==> src/core/rmc_defs.svh <==
`ifndef RMC_DEFS_SVH
`define RMC_DEFS_SVH

// ---------------------------------------------------------------
// Register indices on the register port.
// ---------------------------------------------------------------
`define RMC_IDX_SELECT   3'h0
`define RMC_IDX_FILTER   3'h1
`define RMC_IDX_CONTROL  3'h2
`define RMC_IDX_TYPE_ID  3'h3
`define RMC_IDX_COUNT    3'h4

// ---------------------------------------------------------------
// Field positions of the filter and control registers.
// ---------------------------------------------------------------
`define RMC_FLT_PART_LSB 0
`define RMC_FLT_PART_MSB 15
`define RMC_FLT_GRP_LSB  16
`define RMC_FLT_GRP_MSB  23
`define RMC_CTL_TYPE_MSB 7
`define RMC_CTL_PART_EN  16
`define RMC_CTL_GRP_EN   17
`define RMC_CTL_FREEZE   24
`define RMC_CTL_WRAP     26
`define RMC_CTL_ENABLE   31

// ---------------------------------------------------------------
// Reset values and assigned type codes.
// ---------------------------------------------------------------
`define RMC_TYPE_BANDWIDTH 8'h42
`define RMC_TYPE_CACHE     8'h43
`define RMC_RST_PART       16'h0000
`define RMC_RST_GRP        8'h00
`define RMC_RST_WORD       32'h0000_0000

`endif

==> src/core/rmc_pkg.sv <==
package rmc_pkg;

  // Register index carried on the register port.
  typedef logic [2:0]  rmc_idx_t;
  // One 32-bit register word.
  typedef logic [31:0] rmc_word_t;
  // Request partition identifier as carried on the request.
  typedef logic [15:0] rmc_part_t;
  // Request monitor group.
  typedef logic [7:0]  rmc_grp_t;

  // Returns true when an event passes the enabled filters of one instance.
  function automatic logic rmc_match(input logic      partEn,
                                     input logic      grpEn,
                                     input rmc_part_t fltPart,
                                     input rmc_grp_t  fltGrp,
                                     input rmc_part_t evPart,
                                     input rmc_grp_t  evGrp);
    logic partOk;
    logic grpOk;
    partOk = !partEn || (fltPart == evPart);
    grpOk  = !grpEn || (fltGrp == evGrp);
    return partOk && grpOk;
  endfunction

endpackage

==> src/core/rmc_monitor_config.sv <==
`include "rmc_defs.svh"

// Configuration bank for a set of resource monitors of one type, with a
// small per-instance event counter so that filters, enable, freeze and the
// wrap flag have something to act on.
module rmc_monitor_config #(
  parameter int unsigned        NUM_INST  = 4,
  parameter int unsigned        CNT_W     = 32,
  parameter int unsigned        INC_W     = 8,
  parameter logic [7:0]         MON_TYPE  = `RMC_TYPE_BANDWIDTH
) (
  input  wire logic             clk_sys,
  input  wire logic             resetn,
  input  wire rmc_pkg::rmc_idx_t  regIdx,
  input  wire logic             regWrite,
  input  wire logic             regRead,
  input  wire rmc_pkg::rmc_word_t regWdata,
  output logic [31:0]           regRdata_q,
  output logic                  regRvalid_q,
  input  wire logic             evValid,
  input  wire rmc_pkg::rmc_part_t evPartition,
  input  wire rmc_pkg::rmc_grp_t  evGroup,
  input  wire logic [INC_W-1:0] evIncrement
);
  import rmc_pkg::*;

  localparam int unsigned SEL_W = (NUM_INST > 1) ? $clog2(NUM_INST) : 1;

  // ---------------------------------------------------------------
  // State.
  // ---------------------------------------------------------------
  logic [SEL_W-1:0] instSel_q;                // Selected instance.
  logic [SEL_W-1:0] instSel_d;                // Next selected instance.
  rmc_part_t        fltPart_q  [NUM_INST];    // Partition match values.
  rmc_part_t        fltPart_d  [NUM_INST];    // Next partition values.
  rmc_grp_t         fltGrp_q   [NUM_INST];    // Group match values.
  rmc_grp_t         fltGrp_d   [NUM_INST];    // Next group values.
  logic             partEn_q   [NUM_INST];    // Partition filter enables.
  logic             partEn_d   [NUM_INST];    // Next partition enables.
  logic             grpEn_q    [NUM_INST];    // Group filter enables.
  logic             grpEn_d    [NUM_INST];    // Next group enables.
  logic             freeze_q   [NUM_INST];    // Freeze-on-wrap selections.
  logic             freeze_d   [NUM_INST];    // Next freeze selections.
  logic             wrapFlag_q [NUM_INST];    // Sticky wrap flags.
  logic             wrapFlag_d [NUM_INST];    // Next wrap flags.
  logic             enable_q   [NUM_INST];    // Monitor enables.
  logic             enable_d   [NUM_INST];    // Next monitor enables.
  logic [CNT_W-1:0] count_q    [NUM_INST];    // Event counts.
  logic [CNT_W-1:0] count_d    [NUM_INST];    // Next event counts.
  logic [31:0]      regRdata_d;               // Next read data.
  logic             regRvalid_d;              // Next read strobe.
  logic             selValid;                 // Selector names a real instance.

  // The selector may be written with a value past the last instance.
  assign selValid = (32'(instSel_q) < NUM_INST);

  // ---------------------------------------------------------------
  // Per-instance configuration and counting.
  // ---------------------------------------------------------------

  // Applies writes first and then overlays the counting effect of an event.
  always_comb
  begin
    instSel_d = instSel_q;
    if (regWrite && (regIdx == `RMC_IDX_SELECT))
    begin
      instSel_d = regWdata[SEL_W-1:0];
    end
    for (int i = 0; i < NUM_INST; i++)
    begin
      logic          hit;
      logic          frozen;
      logic [CNT_W:0] sum;
      logic          wrSel;
      hit        = 1'b0;
      frozen     = 1'b0;
      sum        = '0;
      wrSel      = 1'b0;
      fltPart_d[i]  = fltPart_q[i];
      fltGrp_d[i]   = fltGrp_q[i];
      partEn_d[i]   = partEn_q[i];
      grpEn_d[i]    = grpEn_q[i];
      freeze_d[i]   = freeze_q[i];
      wrapFlag_d[i] = wrapFlag_q[i];
      enable_d[i]   = enable_q[i];
      count_d[i]    = count_q[i];
      // Only the selected copy sees a write.
      wrSel = regWrite && selValid && (32'(instSel_q) == i);
      // Match on the partition and group as carried by the request.
      hit = evValid && enable_q[i] &&
            rmc_match(partEn_q[i], grpEn_q[i], fltPart_q[i], fltGrp_q[i],
                      evPartition, evGroup);
      // A frozen counter holds the value left after it wrapped.
      frozen = freeze_q[i] && wrapFlag_q[i];
      sum    = {1'b0, count_q[i]} + (CNT_W+1)'(evIncrement);
      if (wrSel && (regIdx == `RMC_IDX_FILTER))
      begin
        fltPart_d[i] = regWdata[`RMC_FLT_PART_MSB:`RMC_FLT_PART_LSB];
        fltGrp_d[i]  = regWdata[`RMC_FLT_GRP_MSB:`RMC_FLT_GRP_LSB];
      end
      if (wrSel && (regIdx == `RMC_IDX_CONTROL))
      begin
        partEn_d[i] = regWdata[`RMC_CTL_PART_EN];
        grpEn_d[i]  = regWdata[`RMC_CTL_GRP_EN];
        freeze_d[i] = regWdata[`RMC_CTL_FREEZE];
        enable_d[i] = regWdata[`RMC_CTL_ENABLE];
        // Writing 0 clears the flag; writing 1 leaves it alone.
        if (!regWdata[`RMC_CTL_WRAP])
        begin
          wrapFlag_d[i] = 1'b0;
        end
      end
      if (hit && !frozen)
      begin
        // The count wraps and keeps its low bits.
        count_d[i] = sum[CNT_W-1:0];
        if (sum[CNT_W])
        begin
          // A wrap sets the flag even when a clear lands this cycle.
          wrapFlag_d[i] = 1'b1;
        end
      end
    end
  end

  // Registers the per-instance state.
  always_ff @(posedge clk_sys or negedge resetn)
  begin
    if (!resetn)
    begin
      instSel_q <= '0;
      for (int i = 0; i < NUM_INST; i++)
      begin
        fltPart_q[i]  <= `RMC_RST_PART;
        fltGrp_q[i]   <= `RMC_RST_GRP;
        partEn_q[i]   <= 1'b0;
        grpEn_q[i]    <= 1'b0;
        freeze_q[i]   <= 1'b0;
        wrapFlag_q[i] <= 1'b0;
        enable_q[i]   <= 1'b0;
        count_q[i]    <= '0;
      end
    end
    else
    begin
      instSel_q <= instSel_d;
      for (int i = 0; i < NUM_INST; i++)
      begin
        fltPart_q[i]  <= fltPart_d[i];
        fltGrp_q[i]   <= fltGrp_d[i];
        partEn_q[i]   <= partEn_d[i];
        grpEn_q[i]    <= grpEn_d[i];
        freeze_q[i]   <= freeze_d[i];
        wrapFlag_q[i] <= wrapFlag_d[i];
        enable_q[i]   <= enable_d[i];
        count_q[i]    <= count_d[i];
      end
    end
  end

  // ---------------------------------------------------------------
  // Read path.
  // ---------------------------------------------------------------

  // Builds the read word of the selected copy; unused bits read zero.
  always_comb
  begin
    regRdata_d  = `RMC_RST_WORD;
    regRvalid_d = regRead;
    if (regRead)
    begin
      unique case (regIdx)
        `RMC_IDX_SELECT:
        begin
          regRdata_d[SEL_W-1:0] = instSel_q;
        end
        `RMC_IDX_TYPE_ID:
        begin
          // Number of instances of this monitor type.
          regRdata_d = 32'(NUM_INST);
        end
        `RMC_IDX_FILTER:
        begin
          // Bits 31:24 stay zero.
          if (selValid)
          begin
            regRdata_d[`RMC_FLT_PART_MSB:`RMC_FLT_PART_LSB] = fltPart_q[instSel_q];
            regRdata_d[`RMC_FLT_GRP_MSB:`RMC_FLT_GRP_LSB]   = fltGrp_q[instSel_q];
          end
        end
        `RMC_IDX_CONTROL:
        begin
          // Type code is constant; 15:8, 19:18 and others read zero.
          regRdata_d[`RMC_CTL_TYPE_MSB:0] = MON_TYPE;
          if (selValid)
          begin
            regRdata_d[`RMC_CTL_PART_EN] = partEn_q[instSel_q];
            regRdata_d[`RMC_CTL_GRP_EN]  = grpEn_q[instSel_q];
            regRdata_d[`RMC_CTL_FREEZE]  = freeze_q[instSel_q];
            regRdata_d[`RMC_CTL_WRAP]    = wrapFlag_q[instSel_q];
            regRdata_d[`RMC_CTL_ENABLE]  = enable_q[instSel_q];
          end
        end
        `RMC_IDX_COUNT:
        begin
          if (selValid)
          begin
            regRdata_d = 32'(count_q[instSel_q]);
          end
        end
        default:
        begin
          regRdata_d = `RMC_RST_WORD;
        end
      endcase
    end
  end

  // Registers the read answer.
  always_ff @(posedge clk_sys or negedge resetn)
  begin
    if (!resetn)
    begin
      regRdata_q  <= `RMC_RST_WORD;
      regRvalid_q <= 1'b0;
    end
    else
    begin
      regRdata_q  <= regRdata_d;
      regRvalid_q <= regRvalid_d;
    end
  end

endmodule

==> config.mk <==
export PLATFORM = sky130hd
export DESIGN_NAME = rmc_monitor_config
export DESIGN_NICKNAME = d
export VERILOG_FILES = /design/src/core/rmc_pkg.sv /design/src/core/rmc_monitor_config.sv
export VERILOG_INCLUDE_DIRS = /design/src /design/src/core
export SDC_FILE = /design/constraint.sdc
export NUM_CORES = 1
export LEC_CHECK = 0
export BUFFER_PORTS_ARGS = -buffer_cell sky130_fd_sc_hd__clkbuf_2
export CELL_PAD_IN_SITES_DETAIL_PLACEMENT = 1
export CELL_PAD_IN_SITES_GLOBAL_PLACEMENT = 1
export CORE_MARGIN = 2
export CORE_UTILIZATION = 45
export DETAILED_ROUTE_END_ITERATION = 16
export GPL_ROUTABILITY_DRIVEN = 0
export PLACE_DENSITY = 0.84
export SLEW_MARGIN = 30
export SYNTH_ARGS = -nofsm -noshare
export SYNTH_HDL_FRONTEND = slang
export SYNTH_SLANG_ARGS = --single-unit
==> constraint.sdc <==
create_clock -name clk_sys -period 3.05 [get_ports clk_sys]
set_clock_uncertainty 0.15 [all_clocks]
set_input_delay 0.1525 -clock clk_sys [delete_from_list [all_inputs] [get_ports clk_sys]]
set_output_delay 0.1525 -clock clk_sys [all_outputs]
set_load 0.1 [all_outputs]
==> results.tsv <==
stage	metric	value	unit
flow_run	maxCapViolCount	0	
pwr	irDropWorstVdd	623	µV
sta	fin_crit	2.95	ns
clock_network	cts_buffers	30	
synthesis	syn_inst	1280	
place	placed_area	16600	µm²
setup_path	r2r-start	fltPart_q[19]	
finish	seq_area	6990	µm²
finish	diodes	0	
route	routed_wl	53700	µm
floorplan	io_pins	105	
status	outcome	finished clean	
route	vias	11800	
setup_path	end_kind	flip-flop	
route	post_drt_via_cell_ratio	6.31	
floorplan	die_y	190	µm
setup_path	worstSetupStartpointType	flip-flop	
floorplan	placementRows	67	
synthesis	synth-edff-count	0	
synthesis	syn-num-nets	1388	
floorplan	die_w	190	µm
synthesis	yosysUniqueCellTypes	63	
sta	setup_violations	0	
route	drt_iter0_markers	983	
route	wl_per_cell	28.7	µm
synthesis	ys_async_sr_fraction	1.00	
setup_path	required	3.35	ns
clock_network	clk_pin_slew	0.07	ns
synthesis	ys_seq_area_frac	0.451	
finish	fillers	3434	
hold_path	min_path_type	in2reg	
floorplan	die_area	35900	µm²
grt	grt_pass1_wl	82900	µm
setup_path	rrSetupSlack	0.1	ns
setup_path	crit_type	reg2reg	
place	io_buffers	99	
sta	fin_setup_tns	0	ns
finish	final_core_util	0.539	
hold_path	hold_depth	3	
sta	fmax	339	MHz
sta	relSlewSlack	0.455	
grt	grt_max_degree	98	
finish	layout.nets	1510	
place	dp_hpwl	32500	µm
pwr	powerDensity	798	nW/µm²
finish	postLayoutCellArea	18200	µm²
finish	area_delta_synth_final	17.2	%
sta	tightest_slew	0.817	ns
grt	grt_usage	0.303	
synthesis	ys.flop_type	dfrtp_1	
setup_path	r2r-end	count_q[48]	
synthesis	synth_area	15500	µm²
grt	overflow	0	
sta	hold_viol	0	
floorplan	initial_utilization	0.460	
hold_path	holdPathEnd	count_q[97]	
clock_network	clock-sinks	279	
setup_path	worstPathMaxFanout	23	
synthesis	syn_avg_cell_area	12.1	µm²
clock_network	clock_path_buffers	3	
sta	slew_viol_final	0	
grt	antenna_found_initial	0	
sta	min_period_over_period	0.968	
clock_network	worstSkewPairLatency	0.58	ns
route	firstDrtPassIters	5	
setup_path	reg2reg_depth	8	
floorplan	fp.coreArea	33700	µm²
hold_path	holdCritStartpoint	evIncrement[1]	
synthesis	ys_warn_count	0	
setup_path	arrival	3.26	ns
clock_network	clockRootBuffer	clkbuf_16	
finish	drive_above_1_share	0.304	
synthesis	synth.ff_latch_count	279	
clock_network	htreeDepth	1	
route	drc	0	
clock_network	cts_tree	done	
grt	grt_pass1_vias	13300	
pwr	leakagePower	8.21	nW
finish	multi_input_area	8100	µm²
route	ant_nets	0	
## cells in the mapped netlist (3+ instances only)
cell type / count / area [µm²]
dfrtp_1: 279 / 6980
mux2_2: 125 / 1410
nor4b_2: 9 / 135
inv_1: 12 / 45.0
nor2_1: 26 / 97.6
clkbuf_1: 40 / 150
and4_1: 8 / 70.1
a31oi_1: 3 / 18.8
ha_1: 32 / 400
buf_1: 11 / 41.3
o21ai_1: 8 / 40.0
a211oi_1: 7 / 52.6
nor2b_1: 6 / 37.5
nand2b_1: 5 / 31.3
xor2_1: 100 / 876
nand3_1: 36 / 180
o41ai_1: 3 / 26.3
nor3b_1: 6 / 45.0
and2_1: 7 / 43.8
nor3b_2: 3 / 37.5
o31ai_1: 3 / 22.5
fa_1: 4 / 80.1
and3_1: 15 / 93.8
xnor2_1: 113 / 990
o21ai_0: 36 / 180
nor4_1: 22 / 138
or3_1: 4 / 25.0
o21a_1: 7 / 52.6
mux4_2: 60 / 1350
a22o_1: 18 / 158
a21oi_1: 19 / 95.1
o21bai_1: 4 / 30.0
buf_6: 5 / 56.3
nor3_1: 33 / 165
buf_4: 4 / 30.0
nor4_2: 13 / 163
nand4_1: 46 / 288
a21o_1: 12 / 90.1
nor3_2: 10 / 100
nand2_1: 72 / 270
buf_2: 26 / 130
## metal layers
metal | vias up | GRT usage | routed length (µm)
met1 | 6126 | 0.379 | 20200
met2 | 602 | 0.508 | 26500
met5 | - | 0 | 0
met3 | 190 | 0.0487 | 3880
met4 | 0 | 0.157 | 3140
li1 | 4912 | - | -
## metrics by stage
| step | hold WS, ns | cells | power (mW) | setup slack, ns |
|---|---|---|---|---|
| 2_1_floorplan | -0.293 | 1280 | 8.07 | 0.342 |
| 3_3_place_gp | 0.104 | 1784 | 9.24 | 0.350 |
| 3_5_place_dp | 0.112 | 1784 | 9.54 | 0.141 |
| 4_1_cts | 0.000819 | 1874 | 14.2 | 0.126 |
| 5_1_grt | 0.0567 | 1874 | 15.0 | -0.00964 |
| 6_report | 0.0289 | 1874 | 14.5 | 0.0972 |
## timing repair
| item | in CTS | in global routing |
|---|---|---|
| hold buffers | 34 | 0 |
| buffers inserted | 0 | 0 |
| endpoints found under the setup margin | 0 | 16 |
| hold endpoints to repair | 216 | 0 |
| gates resized for setup | 0 | 5 |
## how the worst max path moves through the flow
stage	startpoint	to	depth (start not counted)
detailed placement	count_q[96]	count_q[118]	8
CTS	count_q[96]	count_q[118]	8
finish	fltPart_q[19]	count_q[48]	8
global route	fltPart_q[19]	count_q[48]	8
global placement	count_q[0]	count_q[30]	9
floorplan	count_q[0]	count_q[30]	9
## critical path: stages (launching register included)
cell     delay [ns]
dfrtp_1        0.41
xnor2_1        0.30
nand4_1        0.27
o41ai_2        0.40
buf_4          0.18
nand3_2        0.18
buf_4          0.32
nor4_2         0.32
xor2_1         0.30
## power breakdown
| group | total (mW) | internal, mW | switching [mW] |
|---|---|---|---|
| logic | 4.61 | 2.06 | 2.55 |
| clock network | 4.63 | 2.89 | 1.74 |
| registers | 5.25 | 4.39 | 0.863 |
| total | 14.5 | 9.34 | 5.15 |
## logic make-up (layout without fill, tap and decap cells)
group / Yosys count / in the layout / share of synthesized area
fa+ha+maj: 36 / 36 / 0.0310
compound gates: 133 / 133 / 0.0579
buf+inv: 100 / 246 / 0.0299
mux: 186 / 186 / 0.179
flops: 279 / 279 / 0.451
xor+xnor: 213 / 213 / 0.120
simple gates: 333 / 333 / 0.131
## layout make-up
type	instances	share of cell area
clock buffer	34	0.0439
clock inverter	22	0.0229
tap	448	0.0309
sequential	279	0.385
inverter	12	0.00248
multi-input combinational	901	0.446
timing repair buffer	178	0.0688
## sequential cells by signal, summed over array words and instances, names as in the netlist
register	flops
partEn_q	4
fltGrp_q	32
count_q	128
regRvalid_q	1
regRdata_q	32
grpEn_q	4
instSel_q	2
freeze_q	4
enable_q	4
fltPart_q	64
wrapFlag_q	4
## placed cells by master (no fill, tap or decap), types with 4 or more instances in the layout
cell             n
a211oi_1         7
a21o_1          12
a21oi_1         19
a22o_1          18
and2_1           7
and3_1          15
and4_1           8
buf_12           5
buf_4           39
bufinv_16       12
clkbuf_16       31
clkbuf_2        98
clkinv_2         8
dfrtp_1        277
dlygate4sd3_1   34
fa_1             4
ha_1            32
inv_1           12
mux2_2         125
mux4_2          60
nand2_1         72
nand2b_1         5
nand3_1         35
nand4_1         46
nor2_1          26
nor2b_1          6
nor3_1          33
nor3_2          10
nor3b_1          6
nor4_1          21
nor4_2          14
nor4b_2          9
o21a_1           7
o21ai_0         36
o21ai_1          8
o21bai_1         4
o41ai_2          4
or3_1            4
xnor2_1        113
xor2_1          99
No activity file was read; power rests on OpenSTA's default activity.
